**config.mk**
```make
export PLATFORM = sky130hd
export DESIGN_NAME = crsq_sequencer
export DESIGN_NICKNAME = d
export VERILOG_FILES = /design/src/shared/crsq_pkg.sv /design/src/core/crsq_sequencer.sv
export VERILOG_INCLUDE_DIRS = /design/src /design/src/shared
export SDC_FILE = /design/constraint.sdc
export NUM_CORES = 1
export LEC_CHECK = 0
export ABC_AREA = 1
export BUFFER_PORTS_ARGS = -buffer_cell sky130_fd_sc_hd__buf_2
export CAP_MARGIN = 30
export CORE_MARGIN = 1
export CORE_UTILIZATION = 50
export DETAILED_ROUTE_END_ITERATION = 10
export GPL_TIMING_DRIVEN = 0
export HOLD_SLACK_MARGIN = 0.03
export PLACE_DENSITY = 0.78
export SLEW_MARGIN = 20
export SYNTH_ARGS = -nofsm -noshare
export SYNTH_HDL_FRONTEND = slang
export SYNTH_SLANG_ARGS = --single-unit
```
**constraint.sdc**
```tcl
create_clock -name ref_clk -period 1.5 [get_ports ref_clk]
set_input_delay 0.075 -clock ref_clk [delete_from_list [all_inputs] [get_ports ref_clk]]
set_output_delay 0.075 -clock ref_clk [all_outputs]
set_load 0.02 [all_outputs]
```
**src/shared/crsq_defs.svh**
```systemverilog
// Clock and reset sequencer constants: offsets, fields, resets, timings.
// Assumes inclusion by bare name from the core module and the bench.
`ifndef CRSQ_DEFS_SVH
`define CRSQ_DEFS_SVH

// Register indexes and byte addresses (index times four)
`define CRSQ_IDX_MAIN_CLOCK_CONTROL 8'h38
`define CRSQ_IDX_RC_TRIM 8'h39
`define CRSQ_IDX_STATUS 8'h3a
`define CRSQ_ADDR_MAIN_CLOCK_CONTROL 10'h0e0
`define CRSQ_ADDR_RC_TRIM 10'h0e4
`define CRSQ_ADDR_STATUS 10'h0e8

// Field positions
`define CRSQ_BIT_SLOW_MODE 0
`define CRSQ_BIT_CLOCK_OUT 1
`define CRSQ_BIT_LOCK 0
`define CRSQ_BIT_IN_RESET 1

// Reset values
`define CRSQ_RST_MAIN_CLOCK_CONTROL 2'h0
`define CRSQ_RST_RC_TRIM 8'hff

// Timing
`define CRSQ_CLK_MHZ 100
`define CRSQ_SLOW_DIV 6'h20
`define CRSQ_DELAY_CYCLES 9'h100
`define CRSQ_FETCH_CYCLES 2'h2
`define CRSQ_VECTOR_LO 16'hfffe
`define CRSQ_VECTOR_HI 16'hffff
`define CRSQ_WDG_PULSE_NS 20000
`define CRSQ_PLL_STARTUP_US 1000

`endif

```
**src/shared/crsq_pkg.sv**
```systemverilog
// Types of the clock and reset sequencer.
// Needs nothing from the defs header.
package crsq_pkg;
    // Reset sequence phases
    typedef enum logic [2:0] {
        CRSQ_ACTIVE = 3'b000,
        CRSQ_DELAY = 3'b001,
        CRSQ_FETCH_LO = 3'b010,
        CRSQ_FETCH_HI = 3'b011,
        CRSQ_RUN = 3'b100
    } crsq_phase_t;
    // Oscillator source
    typedef enum logic [1:0] {
        CRSQ_SRC_EXT = 2'b00,
        CRSQ_SRC_RC = 2'b01,
        CRSQ_SRC_PLL4 = 2'b10,
        CRSQ_SRC_PLL8 = 2'b11
    } crsq_src_t;
endpackage : crsq_pkg

```
**src/core/crsq_sequencer.sv**
```systemverilog
// Clock and reset sequencer: source select, slow mode, trim, PLL start-up
// gate, lock flag and reset sequence, with a classic Wishbone slave.
// Assumes all inputs synchronous to ref_clk; the pin is open drain.
//
// Functional notes
// - PLL multiplies 1 MHz by 4 or 8
// - PLL off, RC on: osc is RC
// - Both off: osc is external clock
// - PLL withholds clock until start-up delay
// - Lock flag set when PLL at frequency
// - Clock-out enable drives main clock pin
// - Slow mode divides osc clock by 32
// - Trim resets to FFh, 00h fastest
// - Three sources; pin low during delay
// - Illegal opcode or prebyte also resets
// - 256 CPU cycle delay before fetch
// - Vector fetch lasts two cycles
// - Vector fetched from FFFEh and FFFFh
// - PLL clock after extra start-up delay
// - External reset detected without clock
// - Undervoltage drives reset pin low
// - Watchdog drives pin low minimum width
//
// Decided for this implementation: the Wishbone interface to the registers.
`timescale 1ns/1ns
`include "crsq_defs.svh"

module crsq_sequencer #(
    parameter int PLL_STARTUP_CYCLES =
        `CRSQ_PLL_STARTUP_US * `CRSQ_CLK_MHZ, // PLL start-up, shortenable
    parameter int WDG_PULSE_CYCLES =
        (`CRSQ_WDG_PULSE_NS * `CRSQ_CLK_MHZ + 999) / 1000
) (
    input wire logic ref_clk,
    input wire logic srst,
    // Classic Wishbone slave
    input wire logic wb_cyc_i,
    input wire logic wb_stb_i,
    input wire logic wb_we_i,
    input wire logic [9:0] wb_adr_i,
    input wire logic [3:0] wb_sel_i,
    input wire logic [31:0] wb_dat_i,
    output logic [31:0] wb_dat_o,
    output logic wb_ack_o,
    // Option bits
    input wire logic optRcEnable,
    input wire logic optPllEnable,
    input wire logic optPllTimes8,
    // Oscillator enables (one pulse per source tick)
    input wire logic rcTick,
    input wire logic extClockTick,
    // Reset sources; haltWake only restarts the PLL start-up
    input wire logic resetPinIn,
    input wire logic lowVoltageDetect,
    input wire logic watchdogUnderflow,
    input wire logic illegalOpcode,
    input wire logic haltWake,
    // Reset pin drive, open drain
    output logic resetPinOut,
    output logic resetPinOe,
    // Clock results
    output logic oscClockEn,
    output logic cpuClockEn,
    output logic mainClockOut,
    output logic mainClockOutEn,
    output logic [7:0] trimCode,
    output logic pllLockFlag,
    // Core reset and vector fetch
    output logic coreReset,
    output logic vectorFetch,
    output logic [15:0] vectorAddr
);

    // ------------------------------------------------------------------
    // State
    // ------------------------------------------------------------------
    typedef struct packed {
        logic ack;                       // Bus answer
        logic [31:0] rdata;              // Bus read data
        logic slowMode;                  // Slow mode select
        logic clockOut;                  // Clock-out enable
        logic [7:0] trim;                // RC trim code
        crsq_pkg::crsq_phase_t phase;    // Reset phase
        logic [8:0] delayCnt;            // 256-cycle delay count
        logic [31:0] pulseCnt;           // Watchdog pin pulse count
        logic [31:0] pllCnt;             // PLL start-up count
        logic pllLock;                   // PLL lock flag
        logic [2:0] pllPhase;            // PLL multiplier ticks
        logic [4:0] slowCnt;             // Slow divider
        logic oscEn;                     // Oscillator tick
        logic cpuEn;                     // CPU tick
        logic clock_out_enable;                       // Main clock out level
        logic sync1;                     // Release synchroniser stage 1
        logic sync2;                     // Release synchroniser stage 2
        logic vecFetch;                  // Fetch strobe
        logic [15:0] vecAddr;            // Fetch address
    } crsq_state_t;

    crsq_state_t st;
    crsq_state_t next_st;

    // Any reset source active this cycle
    logic srcActive;
    // Selected oscillator source
    crsq_pkg::crsq_src_t src;
    // Base 1 MHz tick for the PLL input
    logic baseTick;
    // Bus access decode
    logic wbReq;

    // ------------------------------------------------------------------
    // Source selection
    // ------------------------------------------------------------------
    always_comb begin
        if (optPllEnable) begin
            src = optPllTimes8 ? crsq_pkg::CRSQ_SRC_PLL8
                               : crsq_pkg::CRSQ_SRC_PLL4;
        end else if (optRcEnable) begin
            src = crsq_pkg::CRSQ_SRC_RC;
        end else begin
            src = crsq_pkg::CRSQ_SRC_EXT;
        end
    end

    // PLL input is RC when enabled, else the external clock
    assign baseTick = optRcEnable ? rcTick : extClockTick;

    // Pin and illegal opcode sampled combinationally so a reset is
    // entered at once; no running divider is needed to catch it.
    // The pin reads low while we drive it ourselves, so it only counts
    // as an external source while our own pull-down is off.
    assign srcActive = (!resetPinIn && !resetPinOe) || lowVoltageDetect ||
                       watchdogUnderflow || illegalOpcode;

    assign wbReq = wb_cyc_i && wb_stb_i && !st.ack;

    // ------------------------------------------------------------------
    // Next state
    // ------------------------------------------------------------------
    always_comb begin
        next_st = st;
        next_st.ack = wbReq;
        next_st.vecFetch = 1'b0;
        // Register writes honour the low byte lane
        if (wbReq && wb_we_i && wb_sel_i[0]) begin
            if (wb_adr_i == `CRSQ_ADDR_MAIN_CLOCK_CONTROL) begin
                // Upper bits are reserved and not stored
                next_st.slowMode = wb_dat_i[`CRSQ_BIT_SLOW_MODE];
                next_st.clockOut = wb_dat_i[`CRSQ_BIT_CLOCK_OUT];
            end else if (wb_adr_i == `CRSQ_ADDR_RC_TRIM) begin
                next_st.trim = wb_dat_i[7:0];
            end
        end
        // Register reads; unmapped reads answer zero
        next_st.rdata = 32'h0;
        if (wbReq && !wb_we_i) begin
            case (wb_adr_i)
                `CRSQ_ADDR_MAIN_CLOCK_CONTROL: begin
                    next_st.rdata[`CRSQ_BIT_CLOCK_OUT] = st.clockOut;
                    next_st.rdata[`CRSQ_BIT_SLOW_MODE] = st.slowMode;
                end
                `CRSQ_ADDR_RC_TRIM: begin
                    next_st.rdata[7:0] = st.trim;
                end
                `CRSQ_ADDR_STATUS: begin
                    next_st.rdata[`CRSQ_BIT_LOCK] = st.pllLock;
                    next_st.rdata[`CRSQ_BIT_IN_RESET] =
                        (st.phase != crsq_pkg::CRSQ_RUN);
                end
                default: begin
                    next_st.rdata = 32'h0;
                end
            endcase
        end

        // Oscillator tick: PLL gives 4 or 8 ticks per base period, as a
        // burst after each base tick; base period must be at least 8 cycles
        next_st.oscEn = 1'b0;
        case (src)
            crsq_pkg::CRSQ_SRC_EXT: next_st.oscEn = extClockTick;
            crsq_pkg::CRSQ_SRC_RC: next_st.oscEn = rcTick;
            default: begin
                // PLL withholds its output until start-up ends
                if (st.pllLock) begin
                    if (baseTick) begin
                        // Ticks still owed after this one
                        next_st.pllPhase =
                            (src == crsq_pkg::CRSQ_SRC_PLL8) ? 3'h7 : 3'h3;
                        next_st.oscEn = 1'b1;
                    end else if (st.pllPhase != 3'h0) begin
                        next_st.pllPhase = st.pllPhase - 3'h1;
                        next_st.oscEn = 1'b1;
                    end
                end
            end
        endcase

        // PLL start-up counter and lock flag
        if (st.pllCnt != 32'h0) begin
            next_st.pllCnt = st.pllCnt - 32'h1;
        end else if (optPllEnable) begin
            next_st.pllLock = 1'b1;
        end
        if (haltWake) begin
            // Restart after halt wake: lock lost again
            next_st.pllCnt = 32'(PLL_STARTUP_CYCLES);
            next_st.pllLock = 1'b0;
        end

        // Slow mode divider on the oscillator tick
        next_st.cpuEn = 1'b0;
        if (st.oscEn) begin
            next_st.slowCnt = st.slowCnt + 5'h1;
            if (!st.slowMode) begin
                next_st.cpuEn = 1'b1;
            end else if (st.slowCnt == 5'(`CRSQ_SLOW_DIV - 6'h1)) begin
                next_st.cpuEn = 1'b1;
                next_st.slowCnt = 5'h0;
            end
            next_st.clock_out_enable = !st.clock_out_enable;
        end

        // Release synchroniser: held while a source is active
        next_st.sync1 = !srcActive;
        next_st.sync2 = st.sync1;

        // Watchdog pin pulse stretch
        if (watchdogUnderflow) begin
            next_st.pulseCnt = 32'(WDG_PULSE_CYCLES);
        end else if (st.pulseCnt != 32'h0) begin
            next_st.pulseCnt = st.pulseCnt - 32'h1;
        end

        // Reset sequence
        case (st.phase)
            crsq_pkg::CRSQ_ACTIVE: begin
                next_st.delayCnt = 9'h0;
                if (st.sync2 && st.pulseCnt == 32'h0) begin
                    next_st.phase = crsq_pkg::CRSQ_DELAY;
                end
            end
            crsq_pkg::CRSQ_DELAY: begin
                if (st.cpuEn) begin
                    next_st.delayCnt = st.delayCnt + 9'h1;
                end
                if (st.delayCnt == `CRSQ_DELAY_CYCLES) begin
                    next_st.phase = crsq_pkg::CRSQ_FETCH_LO;
                end
            end
            crsq_pkg::CRSQ_FETCH_LO: begin
                next_st.vecFetch = 1'b1;
                next_st.vecAddr = `CRSQ_VECTOR_LO;
                next_st.phase = crsq_pkg::CRSQ_FETCH_HI;
            end
            crsq_pkg::CRSQ_FETCH_HI: begin
                next_st.vecFetch = 1'b1;
                next_st.vecAddr = `CRSQ_VECTOR_HI;
                next_st.phase = crsq_pkg::CRSQ_RUN;
            end
            crsq_pkg::CRSQ_RUN: begin
                next_st.phase = crsq_pkg::CRSQ_RUN;
            end
            default: begin
                next_st.phase = crsq_pkg::CRSQ_ACTIVE;
            end
        endcase

        // Any source restarts the sequence and resets registers
        if (srcActive) begin
            next_st.phase = crsq_pkg::CRSQ_ACTIVE;
            next_st.slowMode = 1'b0;
            next_st.clockOut = 1'b0;
            next_st.trim = `CRSQ_RST_RC_TRIM;
            next_st.pllCnt = 32'(PLL_STARTUP_CYCLES);
            next_st.pllLock = 1'b0;
        end
    end

    // ------------------------------------------------------------------
    // Registers
    // ------------------------------------------------------------------
    // Synchronous reset loads constants only
    always_ff @(posedge ref_clk) begin
        if (srst) begin
            st <= '0;
            st.phase <= crsq_pkg::CRSQ_ACTIVE;
            st.trim <= `CRSQ_RST_RC_TRIM;
            st.pllCnt <= 32'(PLL_STARTUP_CYCLES);
        end else begin
            st <= next_st;
        end
    end

    // ------------------------------------------------------------------
    // Outputs
    // ------------------------------------------------------------------
    assign wb_ack_o = st.ack;
    assign wb_dat_o = st.rdata;
    // Pin low through the delay phase, undervoltage and watchdog stretch;
    // left free in the active phase so an external hold stays visible
    assign resetPinOe = (st.phase == crsq_pkg::CRSQ_DELAY) ||
                        lowVoltageDetect ||
                        (st.pulseCnt != 32'h0);
    assign resetPinOut = 1'b0;
    assign oscClockEn = st.oscEn;
    assign cpuClockEn = st.cpuEn;
    assign mainClockOut = st.clock_out_enable & st.clockOut;
    assign mainClockOutEn = st.clockOut;
    assign trimCode = st.trim;
    assign pllLockFlag = st.pllLock;
    assign coreReset = (st.phase != crsq_pkg::CRSQ_RUN);
    assign vectorFetch = st.vecFetch;
    assign vectorAddr = st.vecAddr;

endmodule : crsq_sequencer

```
==> results by group <==
Run status
  – Status: complete, but fails checks
  – Violated checks: setup timing

Die
  – Chip height: 114.1 um
  – Ports: about 130
  – # rows: 40
  – Die extent in x: 114.1 um
  – Die area: around 13000 um2
  – Initial Utilization: 51.90%
  – Area of the core: 12110 um2

GRT
  – Number of global-route vias before repair: ~5600
  – Total gr overflow: 0
  – Initial antenna violation count: 0
  – Total track usage: approximately a quarter
  – Largest net degree at the start of global routing: 19
  – First-pass GRT wire length: roughly 24 mm

Drt
  – Vias per cell: between 4 and 5
  – Pre-Repair DR Iteration Count: 7
  – Routed wire length: 15.62 mm
  – Drc violations: 0
  – Final ANT Viol Nets: 0
  – Drt wl/cell: ~12 um
  – Via total after detailed routing: between 6000 and 7000
  – DRT iter0 DRCs: ~370

Pwr
  – Pwr Total: 6.598 mW
  – Sequential share of power: 46.8%
  – Net Sw Power: roughly 1.8 mW
  – Leak: just under 4 nW
  – Pwr Density: 819.3 nW/um2
  – VDD IR max: between 0.7 and 0.8 mV
  – Combinational share of power: 15.5%
  – Clock network power share: between 30% and 40%
  – Sw Ratio: between 20% and 30%
  – Internal power: 4.811 mW

Placed design
  – Placed Cells: ~1200
  – Area after DPL: 6957 um2
  – Gpl congestion: about 0.95
  – I/O Buffers: between 70 and 80
  – Post-DP HPWL: roughly 11 mm

Synthesis
  – Syn Inst Count: about 950
  – Post-synthesis sequential area ratio: between 30% and 40%
  – Synth cell types: 30
  – Flops & latches, synth: approximately 110
  – Post-synthesis average cell area: approximately 6.6 um2
  – Yosys warning total: 0
  – Synth Cell Area: 6286 um2

Layout
  – Final Net Count: 1173
  – Fraction of layout instances using a drive strength above 1: a little over a quarter
  – Final instance area: between 8000 and 9000 um2
  – Most frequent cells in the layout: 220 x nand2_1, 182 x nor2_1, 96 x dfxtp_1
  – Layout area overhead: 28.11%
  – N_diodes: 0
  – Commonest non-fill, non-tap cell in the layout: nand2_1
  – Non-Filler Instances: approximately 1300

Clock tree
  – Max Root-Sink Buffers: 2
  – CTS H-tree depth: 3
  – Sinks on Clock Net: approximately 110
  – Number of CTS-inserted buffers: 9
  – TritonCTS clock tree: done
  – Clk Latency, worst-skew pair: roughly 360 ps
  – Reg clk slew, reported paths: 70 ps
  – Root buffer cell: clkbuf_16

Timing
  – Least-Margin Pin Slew: roughly 630 ps
  – Minimum clock period: roughly 1600 ps
  – Fmax: ~0.61 GHz
  – Setup WS post-layout: -132.1 ps
  – Final setup fails: 72
  – RSZ-0062 raised after global routing: yes
  – Hold Violations, Final: 0
  – Final Skew: 8.469 ps
  – Rel. slew slack: 57.70%
  – Tcrit/Tclk final: 108.8%
  – WHS: around 43 ps
  – Max Slew Vio Count: 0

Setup path
  – CP Class: flop to primary output
  – Critical Path AT: roughly 1600 ps
  – CP Capture Type: primary output
  – Worst Path Required: 1420 ps
  – Crit Path Max Fanout: 4
  – Startpoint types: flop

Run
  – Maxcap violations: 0

Hold path
  – Worst Hold Class: input pin to flop
[state kept, by name, summed over array words and instances (netlist names)]
signal,count
trimCode,8
mainClockOutEn,1
wb_ack_o,1
wb_dat_o,8
pllLockFlag,1
vectorFetch,1
vectorAddr,2
st,87
cpuClockEn,1
oscClockEn,1
next_st,1
[critical path, cell delays in order (launching register included)]
cell and delay [ps]:
dfxtp_1 340, nor2_2 180, nand2_1 110, nor2_2 130, nand2_2 70, nor2_4 120
nand3b_1 100, buf_6 140
[kinds of logic after synthesis]
| group | Yosys count | share of synthesized area [%] |
|---|---|---|
| AOI/OAI and AO/OA | 65 | 5.474 |
| DFF | 112 | 35.67 |
| and+or+nand+nor | 567 | 38.26 |
| adders and majority gates | 10 | 1.990 |
| xor gates and xnor gates | 35 | 4.877 |
| buffers and inverters | 159 | 13.67 |
| other | 1 | 0.05966 |
[cells in the mapped netlist]
| master | instances | area share, % |
|---|---|---|
| nand3b_1 | 4 | 0.48 |
| nand2_1 | 239 | 14 |
| nand3_2 | 2 | 0.32 |
| a31oi_1 | 2 | 0.20 |
| ha_1 | 10 | 2.0 |
| o21ai_0 | 30 | 2.4 |
| nand2_2 | 4 | 0.40 |
| conb_1 | 1 | 0.060 |
| buf_4 | 58 | 6.9 |
| and2_2 | 1 | 0.12 |
| dfxtp_1 | 112 | 36 |
| nor2_4 | 4 | 0.72 |
| inv_2 | 2 | 0.12 |
| xor2_1 | 8 | 1.1 |
| or2_2 | 3 | 0.30 |
| a211oi_1 | 5 | 0.60 |
| nor2_2 | 6 | 0.60 |
| xnor2_1 | 27 | 3.8 |
| o21ai_2 | 1 | 0.14 |
| buf_6 | 6 | 1.1 |
| nand4_1 | 20 | 2.0 |
| inv_1 | 84 | 5.0 |
| nor3_2 | 2 | 0.32 |
| nand3_4 | 2 | 0.56 |
| nand3_1 | 50 | 4.0 |
| a21oi_1 | 27 | 2.1 |
| nand2_8 | 1 | 0.32 |
| clkbuf_1 | 9 | 0.54 |
| nor2_1 | 218 | 13 |
| nor3_1 | 11 | 0.88 |
[final cells by class]
type / instances / area, um2
multi-input cells: 702 / 3571
repair buffers: 118 / 803.3
flip-flops and latches: 112 / 2267
clock buffers: 11 / 242.7
inverters: 86 / 330.3
plain buffers: 73 / 564.3
well taps: 168 / 210.2
fillers: 1099 / 4059
clock inverters: 5 / 63.81
[final timing paths]
check,startpoint,end,slack [ps],depth (start not counted)
setup / recovery,st[69],resetPinOe,-130,7
hold / removal,wb_we_i,wb_dat_o[0],40,4
setup reg to reg,st[69],st[35],-120,10
hold reg to reg,next_st[17],st[17],410,2
[through the flow]
step / setup TNS [ps] / worst slack [ps] / util (%)
final: -5488 / -132.1 / 66.49
after global routing: -10370 / -190.5 / 66.49
after CTS: -1810 / -84.17 / 63.92
after detailed placement: -13830 / -255.6 / 57.44
after global placement: -11880 / -223.6 / 57.44
after floorplan: 0 / 25.91 / -
[power groups by stage]
stage / logic (mW) / registers, mW / clock network (mW)
4_1_cts: 0.903 / 3.08 / 2.52
6_report: 1.03 / 3.09 / 2.48
5_1_grt: 1.12 / 3.09 / 2.65
3_5_place_dp: 0.783 / 3.14 / 0
2_1_floorplan: 0.602 / 3.13 / 0
3_3_place_gp: 0.775 / 3.14 / 0
[what timing repair did]
action | CTS | global route
pin swaps | 21 | 9
setup buffers | 20 | 8
hold buffers | 12 | 0
endpoints found under the hold margin | 18 | 0
resized for setup | 65 | 81
gates cloned | 2 | 2
setup endpoints to repair | 81 | 97
[metal layers]
layer | share of wire [%] | routed length [um] | global-route usage, %
met1 | 44 | 6805 | 28.42
met2 | 49 | 7694 | 41.17
met3 | 4.8 | 748 | 5.453
met4 | 2.4 | 374 | 7.446
met5 | 0 | 0 | 0
(Power assumes the default switching activity.)
